<file path="src/inc/scor_pkg.sv">
// Behaviour
// - 0x06 release, 0x0F hold, 0x0B quick stop
// - 0x103F retargets on every target change
// - 0F to 1F homes; 0x86 resets errors
// - status bits 0-6 report drive state flags
// - status bits 7 and 9-15 report motion flags
// - signed mode byte selects seven modes
// - mode 1 positioning; 3 and -3 velocity
// - enable input loads command from preset
// - index, subindex and length code address objects
// - four-digit serial addresses with access properties
// - input port bits: limits, home, interlock
// - alarms 000.1-000.8 with their codes
// - motor configuration alarm 001.0, 0x6320
// - pre-enable alarm 010.0, 0x5443
// - position limit alarms only when setting zero
// - serial fault 080.0, direction 200.0 alarms
package scor_pkg;
  localparam logic [15:0] ADDR_POS_PRESET = 16'h0CF0;
  localparam logic [15:0] ADDR_CMD = 16'h3100;
  localparam logic [15:0] ADDR_STATUS = 16'h3200;
  localparam logic [15:0] ADDR_MODE = 16'h3500;
  localparam logic [15:0] ADDR_POS = 16'h3700;
  localparam logic [15:0] ADDR_SPEED = 16'h3B00;
  localparam logic [15:0] ADDR_CURR = 16'h3E00;
  localparam logic [15:0] ADDR_INPORT = 16'h6D00;
  localparam logic [15:0] ADDR_ALARM = 16'h2601;
  localparam logic [15:0] ADDR_ERRCODE = 16'h2602;
  localparam logic [15:0] ADDR_TARGET = 16'h4000;
  localparam logic [15:0] ADDR_LIMFN = 16'h0A13;

  localparam logic [15:0] CMD_RELEASE = 16'h0006;
  localparam logic [15:0] CMD_HOLD = 16'h000F;
  localparam logic [15:0] CMD_QSTOP = 16'h000B;
  localparam logic [15:0] CMD_ABS_ARM = 16'h002F;
  localparam logic [15:0] CMD_ABS_GO = 16'h003F;
  localparam logic [15:0] CMD_REL_ARM = 16'h004F;
  localparam logic [15:0] CMD_REL_GO = 16'h005F;
  localparam logic [15:0] CMD_IMM_ABS = 16'h103F;
  localparam logic [15:0] CMD_HOME_GO = 16'h001F;
  localparam logic [15:0] CMD_ERR_RST = 16'h0086;

  localparam logic [15:0] CMD_RESET_VAL = 16'h0006;
  localparam logic [15:0] PRESET_RESET_VAL = 16'h002F;
  localparam logic [7:0] MODE_RESET_VAL = 8'h01;
  localparam logic [7:0] LIMFN_RESET_VAL = 8'h00;

  localparam logic [7:0] MODE_POS = 8'h01;
  localparam logic [7:0] MODE_VEL = 8'h03;
  localparam logic [7:0] MODE_VEL_IMM = 8'hFD;
  localparam logic [7:0] MODE_TORQUE = 8'h04;
  localparam logic [7:0] MODE_PULSE = 8'h07;
  localparam logic [7:0] MODE_HOMING = 8'h06;
  localparam logic [7:0] MODE_INTERP = 8'h08;

  localparam logic [7:0] LEN_1B = 8'h08;
  localparam logic [7:0] LEN_2B = 8'h10;
  localparam logic [7:0] LEN_4B = 8'h20;

  localparam int ST_READY = 0;
  localparam int ST_SWON = 1;
  localparam int ST_OPEN = 2;
  localparam int ST_FAULT = 3;
  localparam int ST_VOLT = 4;
  localparam int ST_QSTOP = 5;
  localparam int ST_SWDIS = 6;
  localparam int ST_WARN = 7;
  localparam int ST_REMOTE = 9;
  localparam int ST_TREACH = 10;
  localparam int ST_ILIM = 11;
  localparam int ST_PULSE = 12;
  localparam int ST_FOLLOW = 13;
  localparam int ST_COMM = 14;
  localparam int ST_REF = 15;

  localparam int ALARM_BITS = 10;
  localparam int AL_CURR = 0;
  localparam int AL_WDOG = 1;
  localparam int AL_IRQ = 2;
  localparam int AL_CTRL = 3;
  localparam int AL_MOTOR = 4;
  localparam int AL_PREEN = 5;
  localparam int AL_PLIM = 6;
  localparam int AL_NLIM = 7;
  localparam int AL_SPI = 8;
  localparam int AL_DIR = 9;
  localparam logic [15:0] ALARM_WORD_POS [ALARM_BITS] = '{16'h0001,
    16'h0002, 16'h0004, 16'h0008, 16'h0010, 16'h0100, 16'h0200,
    16'h0400, 16'h0800, 16'h2000};
  localparam logic [15:0] ALARM_CODE [ALARM_BITS] = '{16'h5210, 16'h6010,
    16'h6011, 16'h7400, 16'h6320, 16'h5443, 16'h5442, 16'h5441, 16'h6012,
    16'h8A81};

  typedef struct packed {
    logic [ALARM_BITS-1:0] cond;
  } scor_faults_t;

  typedef struct packed {
    logic pos_lim_reached;
    logic neg_lim_reached;
    logic homed;
    logic target_reached;
    logic following_err;
    logic int_limit;
    logic pulse_resp;
    logic commutation;
    logic remote;
    logic warning;
  } scor_motion_t;

  typedef struct packed {
    logic [31:0] position;
    logic [31:0] speed;
    logic [15:0] current;
  } scor_meas_t;

  typedef struct packed {
    logic release_shaft;
    logic hold_shaft;
    logic quick_stop;
    logic start_abs;
    logic start_rel;
    logic retarget;
    logic start_home;
  } scor_cmd_t;

  typedef enum logic [1:0] {
    SCOR_SW_DISABLED,
    SCOR_SW_ON,
    SCOR_OP_ENABLED,
    SCOR_FAULTED
  } scor_state_t;
endpackage

</file>
<file path="src/design/scor_sync.sv">
`timescale 1ns/1ns
`default_nettype none
module scor_sync #(
  parameter int WIDTH = 1
) (
  input wire logic core_clk,
  input wire logic rst_b,
  input wire logic [WIDTH-1:0] async_in,
  output logic [WIDTH-1:0] sync_out
);
  logic [WIDTH-1:0] s1;
  logic [WIDTH-1:0] s2;
  logic [WIDTH-1:0] s3;
  logic [WIDTH-1:0] next_out;

  // a bit only changes once the second and third stages agree
  always_comb begin
    for (int i = 0; i < WIDTH; i++) begin
      next_out[i] = (s2[i] == s3[i]) ? s3[i] : sync_out[i];
    end
  end

  always_ff @(posedge core_clk or negedge rst_b) begin
    if (!rst_b) begin
      s1 <= '0;
      s2 <= '0;
      s3 <= '0;
      sync_out <= '0;
    end else begin
      s1 <= async_in;
      s2 <= s1;
      s3 <= s2;
      sync_out <= next_out;
    end
  end
endmodule
`default_nettype wire

</file>
<file path="src/design/scor_regs.sv">
`timescale 1ns/1ns
`default_nettype none
module scor_regs (
  input wire logic core_clk,
  input wire logic rst_b,
  input wire logic obj_wr,
  input wire logic obj_rd,
  input wire logic [15:0] obj_addr,
  input wire logic [31:0] obj_wdata,
  output logic [31:0] obj_rdata,
  output logic obj_ack,
  output logic obj_err,
  input wire logic [3:0] port_pins,
  input wire logic enable_pin,
  input wire logic pre_enable_pin,
  input wire logic enable_in_assigned,
  input wire logic pre_enable_assigned,
  input wire scor_pkg::scor_faults_t faults,
  input wire scor_pkg::scor_motion_t motion,
  input wire scor_pkg::scor_meas_t meas,
  output scor_pkg::scor_cmd_t cmd,
  output logic [7:0] op_mode,
  output logic [31:0] target_pos,
  output logic [15:0] status_word
);
  logic [15:0] command;
  logic [15:0] prev_cmd;
  logic [15:0] preset;
  logic [7:0] limfn;
  logic [scor_pkg::ALARM_BITS-1:0] alarms;
  logic [15:0] err_code;
  scor_pkg::scor_state_t state;
  scor_pkg::scor_meas_t meas_q;
  logic [3:0] port_q;
  logic [3:0] port_s;
  logic [1:0] en_s;
  logic en_prev;

  logic [15:0] next_command;
  logic [15:0] next_preset;
  logic [7:0] next_limfn;
  logic [7:0] next_op_mode;
  logic [31:0] next_target;
  logic [scor_pkg::ALARM_BITS-1:0] next_alarms;
  logic [scor_pkg::ALARM_BITS-1:0] cond;
  logic [15:0] next_err_code;
  scor_pkg::scor_state_t next_state;
  scor_pkg::scor_cmd_t next_cmd;
  logic [31:0] next_rdata;
  logic next_ack;
  logic next_err;
  logic [15:0] next_status;
  logic err_reset;
  logic mapped;
  logic [15:0] alarm_word;

  scor_sync #(.WIDTH(6)) u_sync (
    .core_clk(core_clk),
    .rst_b(rst_b),
    .async_in({enable_pin, pre_enable_pin, port_pins}),
    .sync_out({en_s, port_s})
  );

  always_comb begin
    cond = faults.cond;
    // inactive pre-enable input while enabled or enabling
    cond[scor_pkg::AL_PREEN] = pre_enable_assigned && !en_s[0] &&
      (state == scor_pkg::SCOR_OP_ENABLED || command == scor_pkg::CMD_HOLD
      || en_s[1]);
    cond[scor_pkg::AL_PLIM] = faults.cond[scor_pkg::AL_PLIM] &&
      motion.homed && motion.pos_lim_reached &&
      limfn == scor_pkg::LIMFN_RESET_VAL;
    cond[scor_pkg::AL_NLIM] = faults.cond[scor_pkg::AL_NLIM] &&
      motion.homed && motion.neg_lim_reached &&
      limfn == scor_pkg::LIMFN_RESET_VAL;
    // host sees the alarm word layout, not the internal bit order
    alarm_word = 16'h0000;
    for (int i = 0; i < scor_pkg::ALARM_BITS; i++) begin
      if (alarms[i]) begin
        alarm_word = alarm_word | scor_pkg::ALARM_WORD_POS[i];
      end
    end
  end

  always_comb begin
    mapped = 1'b1;
    next_rdata = obj_rdata;
    next_command = command;
    next_preset = preset;
    next_limfn = limfn;
    next_op_mode = op_mode;
    next_target = target_pos;
    unique case (obj_addr)
      scor_pkg::ADDR_POS_PRESET: next_rdata = {16'h0000, preset};
      scor_pkg::ADDR_CMD: next_rdata = {16'h0000, command};
      scor_pkg::ADDR_STATUS: next_rdata = {16'h0000, status_word};
      scor_pkg::ADDR_MODE: next_rdata = {24'h000000, op_mode};
      scor_pkg::ADDR_POS: next_rdata = meas_q.position;
      scor_pkg::ADDR_SPEED: next_rdata = meas_q.speed;
      scor_pkg::ADDR_CURR: next_rdata = {16'h0000, meas_q.current};
      scor_pkg::ADDR_INPORT: next_rdata = {28'h0000000, port_q};
      scor_pkg::ADDR_ALARM: next_rdata = {16'h0000, alarm_word};
      scor_pkg::ADDR_ERRCODE: next_rdata = {16'h0000, err_code};
      scor_pkg::ADDR_TARGET: next_rdata = target_pos;
      scor_pkg::ADDR_LIMFN: next_rdata = {24'h000000, limfn};
      default: mapped = 1'b0;
    endcase
    if (!obj_rd) begin
      next_rdata = obj_rdata;
    end
    // any unmapped access answers zero alongside the error flag
    if ((obj_rd || obj_wr) && !mapped) begin
      next_rdata = 32'h00000000;
    end
    if (obj_wr) begin
      case (obj_addr)
        scor_pkg::ADDR_POS_PRESET: next_preset = obj_wdata[15:0];
        scor_pkg::ADDR_CMD: next_command = obj_wdata[15:0];
        scor_pkg::ADDR_MODE: next_op_mode = obj_wdata[7:0];
        scor_pkg::ADDR_TARGET: next_target = obj_wdata;
        scor_pkg::ADDR_LIMFN: next_limfn = obj_wdata[7:0];
        default: ;
      endcase
    end
    // rising drive-enable input loads the preset command
    if (enable_in_assigned && en_s[1] && !en_prev) begin
      next_command = preset;
    end
    next_ack = obj_wr || obj_rd;
    next_err = (obj_wr || obj_rd) && !mapped;
  end

  always_comb begin
    err_reset = command == scor_pkg::CMD_ERR_RST &&
      prev_cmd != scor_pkg::CMD_ERR_RST;
    // alarms latch; reset clears only bits whose cause is gone
    next_alarms = alarms | cond;
    if (err_reset) begin
      next_alarms = cond;
    end
    next_err_code = err_code;
    for (int i = scor_pkg::ALARM_BITS - 1; i >= 0; i--) begin
      if (next_alarms[i]) begin
        next_err_code = scor_pkg::ALARM_CODE[i];
      end
    end
    if (next_alarms == '0) begin
      next_err_code = 16'h0000;
    end
    next_cmd = '0;
    next_cmd.release_shaft = command == scor_pkg::CMD_RELEASE;
    next_cmd.hold_shaft = command[3:0] == 4'hF && alarms == '0;
    next_cmd.quick_stop = command == scor_pkg::CMD_QSTOP;
    next_cmd.start_abs = command == scor_pkg::CMD_ABS_GO &&
      prev_cmd == scor_pkg::CMD_ABS_ARM;
    next_cmd.start_rel = command == scor_pkg::CMD_REL_GO &&
      prev_cmd == scor_pkg::CMD_REL_ARM;
    next_cmd.retarget = command == scor_pkg::CMD_IMM_ABS &&
      (prev_cmd != scor_pkg::CMD_IMM_ABS || next_target != target_pos);
    next_cmd.start_home = command == scor_pkg::CMD_HOME_GO &&
      prev_cmd == scor_pkg::CMD_HOLD;
    if (alarms != '0) begin
      next_cmd.start_abs = 1'b0;
      next_cmd.start_rel = 1'b0;
      next_cmd.retarget = 1'b0;
      next_cmd.start_home = 1'b0;
    end
    case (state)
      scor_pkg::SCOR_SW_DISABLED: next_state = command[3:0] == 4'hF ?
        scor_pkg::SCOR_OP_ENABLED : (command == scor_pkg::CMD_RELEASE ?
        scor_pkg::SCOR_SW_ON : scor_pkg::SCOR_SW_DISABLED);
      scor_pkg::SCOR_SW_ON: next_state = command[3:0] == 4'hF ?
        scor_pkg::SCOR_OP_ENABLED : scor_pkg::SCOR_SW_ON;
      scor_pkg::SCOR_OP_ENABLED: next_state =
        command == scor_pkg::CMD_RELEASE ? scor_pkg::SCOR_SW_ON :
        (command == scor_pkg::CMD_QSTOP ? scor_pkg::SCOR_SW_DISABLED :
        scor_pkg::SCOR_OP_ENABLED);
      scor_pkg::SCOR_FAULTED: next_state = next_alarms == '0 ?
        scor_pkg::SCOR_SW_DISABLED : scor_pkg::SCOR_FAULTED;
      default: next_state = scor_pkg::SCOR_SW_DISABLED;
    endcase
    if (next_alarms != '0) begin
      next_state = scor_pkg::SCOR_FAULTED;
    end
    next_status = 16'h0000;
    next_status[scor_pkg::ST_READY] = state != scor_pkg::SCOR_SW_DISABLED &&
      state != scor_pkg::SCOR_FAULTED;
    next_status[scor_pkg::ST_SWON] = state == scor_pkg::SCOR_SW_ON ||
      state == scor_pkg::SCOR_OP_ENABLED;
    next_status[scor_pkg::ST_OPEN] = state == scor_pkg::SCOR_OP_ENABLED;
    next_status[scor_pkg::ST_FAULT] = alarms != '0;
    next_status[scor_pkg::ST_VOLT] = state == scor_pkg::SCOR_OP_ENABLED;
    next_status[scor_pkg::ST_QSTOP] = command != scor_pkg::CMD_QSTOP;
    next_status[scor_pkg::ST_SWDIS] = state == scor_pkg::SCOR_SW_DISABLED;
    next_status[scor_pkg::ST_WARN] = motion.warning;
    next_status[scor_pkg::ST_REMOTE] = motion.remote;
    next_status[scor_pkg::ST_TREACH] = motion.target_reached;
    next_status[scor_pkg::ST_ILIM] = motion.int_limit;
    next_status[scor_pkg::ST_PULSE] = motion.pulse_resp;
    next_status[scor_pkg::ST_FOLLOW] = motion.following_err;
    next_status[scor_pkg::ST_COMM] = motion.commutation;
    next_status[scor_pkg::ST_REF] = motion.homed;
  end

  always_ff @(posedge core_clk or negedge rst_b) begin
    if (!rst_b) begin
      command <= scor_pkg::CMD_RESET_VAL;
      prev_cmd <= scor_pkg::CMD_RESET_VAL;
      preset <= scor_pkg::PRESET_RESET_VAL;
      limfn <= scor_pkg::LIMFN_RESET_VAL;
      op_mode <= scor_pkg::MODE_RESET_VAL;
      target_pos <= 32'h00000000;
      alarms <= '0;
      err_code <= 16'h0000;
      state <= scor_pkg::SCOR_SW_DISABLED;
      cmd <= '0;
      status_word <= 16'h0000;
      obj_rdata <= 32'h00000000;
      obj_ack <= 1'b0;
      obj_err <= 1'b0;
      meas_q <= '0;
      port_q <= 4'h0;
      en_prev <= 1'b0;
    end else begin
      command <= next_command;
      prev_cmd <= command;
      preset <= next_preset;
      limfn <= next_limfn;
      op_mode <= next_op_mode;
      target_pos <= next_target;
      alarms <= next_alarms;
      err_code <= next_err_code;
      state <= next_state;
      cmd <= next_cmd;
      status_word <= next_status;
      obj_rdata <= next_rdata;
      obj_ack <= next_ack;
      obj_err <= next_err;
      meas_q <= meas;
      port_q <= port_s;
      en_prev <= en_s[1];
    end
  end
endmodule
`default_nettype wire

</file>
<file path="config.mk">
export PLATFORM = sky130hd
export DESIGN_NAME = scor_regs
export DESIGN_NICKNAME = d
export VERILOG_FILES = /design/src/inc/scor_pkg.sv /design/src/design/scor_sync.sv /design/src/design/scor_regs.sv
export SDC_FILE = /design/constraint.sdc
export NUM_CORES = 1
export LEC_CHECK = 0
export BUFFER_PORTS_ARGS = -buffer_cell sky130_fd_sc_hd__buf_2
export CORE_UTILIZATION = 31
export CTS_CLUSTER_DIAMETER = 40
export CTS_CLUSTER_SIZE = 8
export DETAILED_ROUTE_END_ITERATION = 6
export PLACE_DENSITY = 0.6
export SETUP_SLACK_MARGIN = 0.2
export SLEW_MARGIN = 20
export SYNTH_ARGS = -nofsm -noshare
export SYNTH_HDL_FRONTEND = slang
export SYNTH_SLANG_ARGS = --single-unit
</file>
<file path="constraint.sdc">
create_clock -name core_clk -period 2.5 [get_ports core_clk]
set_clock_uncertainty 0.05 [all_clocks]
set_input_delay 0.5 -clock core_clk [delete_from_list [all_inputs] [get_ports core_clk]]
set_output_delay 0.5 -clock core_clk [all_outputs]
set_load 0.01 [all_outputs]
</file>
==> flow_summary.ini <==
[logic_synthesis]
async_reset_ff_frac = 1.00
synthXorXnorAreaFrac = 0.0243
ys_seq_area_frac = 0.633
yosysTopAreaCell = dfrtp_1
ys.warnings.count = 0
synth_top_family_by_area = compound AO/OA/AOI/OAI gates
yosys.area_share.simple = 0.115
syn_avg_cell_area_um2 = 13.0
yosysTopAreaCellShare = 0.610
synth_area_leaders = dfrtp_1, mux2_2, a222oi_1
synth_adder_area_share = 0.00874
synth.cell_area_um2 = 11200
netlist_instances = 858
ys_types = 73
ys_seq_elements = 282
synth_edf_count = 0
synthMuxAreaShare = 0.0769
synthFlopType = dfrtp_1
syn_nets = 1021
synth_compound_area_frac = 0.118

[pwr]
power_leakage_nw = 8.09
power_frac_clock = 0.506
power_mw = 12.0
internal_power_mw = 9.22
switching_power_mw = 2.83
p_seq_frac = 0.413
p_comb_frac = 0.082
switching_share = 0.235
power_density_nw_per_um2 = 708
peakVddDrop_mv = 0.583

[setup_path]
worstPathMaxFanout = 3
r2r-end = err_code[10]$_DFFE_PN0P_
worstSetupEndpointType = register
worstPathRequired_ps = 2900
r2r_setup_slack_ps = 100
crit_start = prev_cmd[9]$_DFF_PN0_
reg2reg_depth = 9
crit_arrival_ps = 2800
worstSetupStartpointType = register
endpoint = err_code[10]$_DFFE_PN0P_
critPathKind = reg2reg
rr_startpoint = prev_cmd[9]$_DFF_PN0_

[floorplanning]
die_x_um = 192
die-height_um = 192
dieArea_um2 = 36800
start_util = 0.315
core_um2 = 35500
rows = 69
io_pins = 257

[placement]
io_buffers = 254
gp_congestion = 0.887
dp_hpwl_um = 28500
dp.cells = 1667

[timing]
fin_crit_sh = 0.960
hold_viol = 0
grt_setup_unrepaired = true
slew-limit-headroom = 0.481
final-setup-viol-count = 0
report.final.slew_viol_count = 0
worst_pin_slew_ps = 779
clock.fmax_ghz = 0.417
period_needed_ps = 2400

[global_route]
first_global_vias = 9423
antenna_found_initial = 1
grt_first_pass_wirelength_um = 57800
grt_max_degree = 73
grt.overflow.total = 0
gr-usage-all-layers = 0.215

[final_layout]
antenna_cells = 0
final_cell_count_no_fill = 1851
drive_above_1_share = 0.438
area_delta_synth_final_pct = 52.5
fin_nets = 1521

[detailed_routing]
vias = 9309
drtIter0Drc = 647
routedWlPerCell_um = 21.6
drt-total-wl_um = 40100
antenna_left = 0
drc = 0
vias_per_cell = 5.03
drt-pass1-iter-count = 6

[cts]
cts_tree = yes
cts_root_buffer = clkbuf_16
clk_pin_slew_worst_paths_ps = 50
cts_buffers = 49
cts_max_path_buffers = 3
clock_latency_ps = 570
clkSinkCount = 282
htreeDepth = 2

[status]
outcome = complete, no violations

[job]
drv_cap = 0

[hold_path]
hold_depth = 1
hp-class = in2reg
[cells in the mapped netlist, types with 6 or more instances]
library cell and count:
maj3_1 6, inv_1 15, nor3_1 12, nand3_1 21, xor2_1 28, or4_1 7
nand4_1 9, dfrtp_1 272, or3_1 6, a21oi_1 18, a221oi_1 7, nor4_1 17
nand3b_1 6, mux2i_1 16, buf_2 15, clkbuf_1 20, a222oi_1 39, dfstp_2 10
o21ai_1 19, nand2_1 80, a22oi_1 23, mux2_2 62, o21ai_0 36, nor2_1 17
[through the flow]
stage | utilization | instance area, um2 | hold WS [ps] | worst slack [ps] | setup TNS [ps]
6_report | 0.480 | 17000 | 24.9 | 101 | 0
4_1_cts | 0.474 | 16800 | 5.19 | 102 | 0
5_1_grt | 0.480 | 17000 | 4.75 | 0.0684 | 0
3_3_place_gp | 0.401 | 14200 | 284 | -519 | -18020
3_5_place_dp | 0.401 | 14200 | 285 | -486 | -17840
2_1_floorplan | - | 11300 | 154 | -65.2 | -1190
[power by group through the flow]
stage / registers [mW] / logic (mW) / clock network, mW
finish: 4.97 / 0.986 / 6.09
global route: 4.99 / 1.08 / 6.47
CTS: 4.96 / 0.962 / 6.24
detailed placement: 5.01 / 0.807 / 0
global placement: 5.01 / 0.800 / 0
floorplan: 5.01 / 0.229 / 0
[cells in the final DEF, fill, tap and decap left out, types with 7 or more instances in the layout]
master / netlist / routed
dfrtp_1: 272 / 272
buf_2: 15 / 253
buf_4: 5 / 117
dlygate4sd3_1: 0 / 90
nand2_1: 80 / 75
mux2_2: 62 / 62
clkbuf_16: 0 / 52
a222oi_1: 39 / 39
xor2_1: 28 / 28
o21ai_0: 36 / 27
o21ai_1: 19 / 27
a22oi_1: 23 / 23
buf_12: 0 / 21
nand3_1: 21 / 20
nor2_1: 17 / 16
mux2i_1: 16 / 16
clkbuf_1: 20 / 15
inv_1: 15 / 14
a21oi_1: 18 / 14
nor4_1: 17 / 10
dfstp_2: 10 / 10
nand4_1: 9 / 9
nor3_1: 12 / 7
a221oi_1: 7 / 7
buf_6: 2 / 7
[sequential cells by signal (all words and copies together), names as in the netlist, 10 cells and up]
name,flops
meas_q,80
obj_rdata,32
target_pos,32
command,16
preset,16
prev_cmd,16
status_word,13
err_code,11
alarms,10
[worst min-delay path by stage]
stage	endpoint	slack (ps)	startpoint
floorplan	alarms[0]$_DFF_PN0_	150	rst_b
global placement	u_sync.s2[4]$_DFF_PN0_	280	u_sync.s1[4]$_DFF_PN0_
detailed placement	u_sync.s2[3]$_DFF_PN0_	280	u_sync.s1[3]$_DFF_PN0_
CTS	meas_q[0]$_DFF_PN0_	5	meas[0]
global route	meas_q[2]$_DFF_PN0_	5	meas[2]
finish	meas_q[0]$_DFF_PN0_	20	meas[0]
[timing repair]
item / in CTS / in global routing
gates cloned: 0 / 2
pin swaps: 13 / 12
gates resized for setup: 39 / 22
hold buffers: 90 / 0
setup buffers: 2 / 7
endpoints found under the hold margin: 120 / 0
endpoints found under the setup margin: 14 / 24
[layout make-up]
| cell class | count | area, um2 |
|---|---|---|
| timing repair buffer | 491 | 3610 |
| sequential | 282 | 7070 |
| multi-input combinational | 519 | 4200 |
| inverter | 15 | 56.3 |
| fill | 3187 | 18500 |
| clock buffer | 71 | 1390 |
| tap | 461 | 577 |
| clock inverter | 12 | 114 |
[cells by family after synthesis]
family          count (synthesis)
flops                         282
simple gates                  222
compound gates                178
mux                            78
buf+inv                        57
xor+xnor                       31
fa+ha+maj                       9
other cells                     1
[layer usage]
layer / share of wire / global-route usage / vias up / wire length [um]
li1: - / - / 4232 / -
met1: 0.41 / 0.277 / 4663 / 16300
met2: 0.49 / 0.347 / 326 / 19500
met3: 0.071 / 0.0585 / 86 / 2860
met4: 0.034 / 0.0769 / 2 / 1360
met5: 0.00030 / 0 / - / 12
[critical path: stages, from the launching register on]
cell,delay (ps)
dfrtp_1,400
nor4_2,310
buf_4,170
nand4_1,130
o2111ai_4,340
o21ai_1,120
o211a_1,190
buf_6,140
o21a_1,180
nor4b_2,260
No activity file was read; power rests on OpenSTA's default activity.
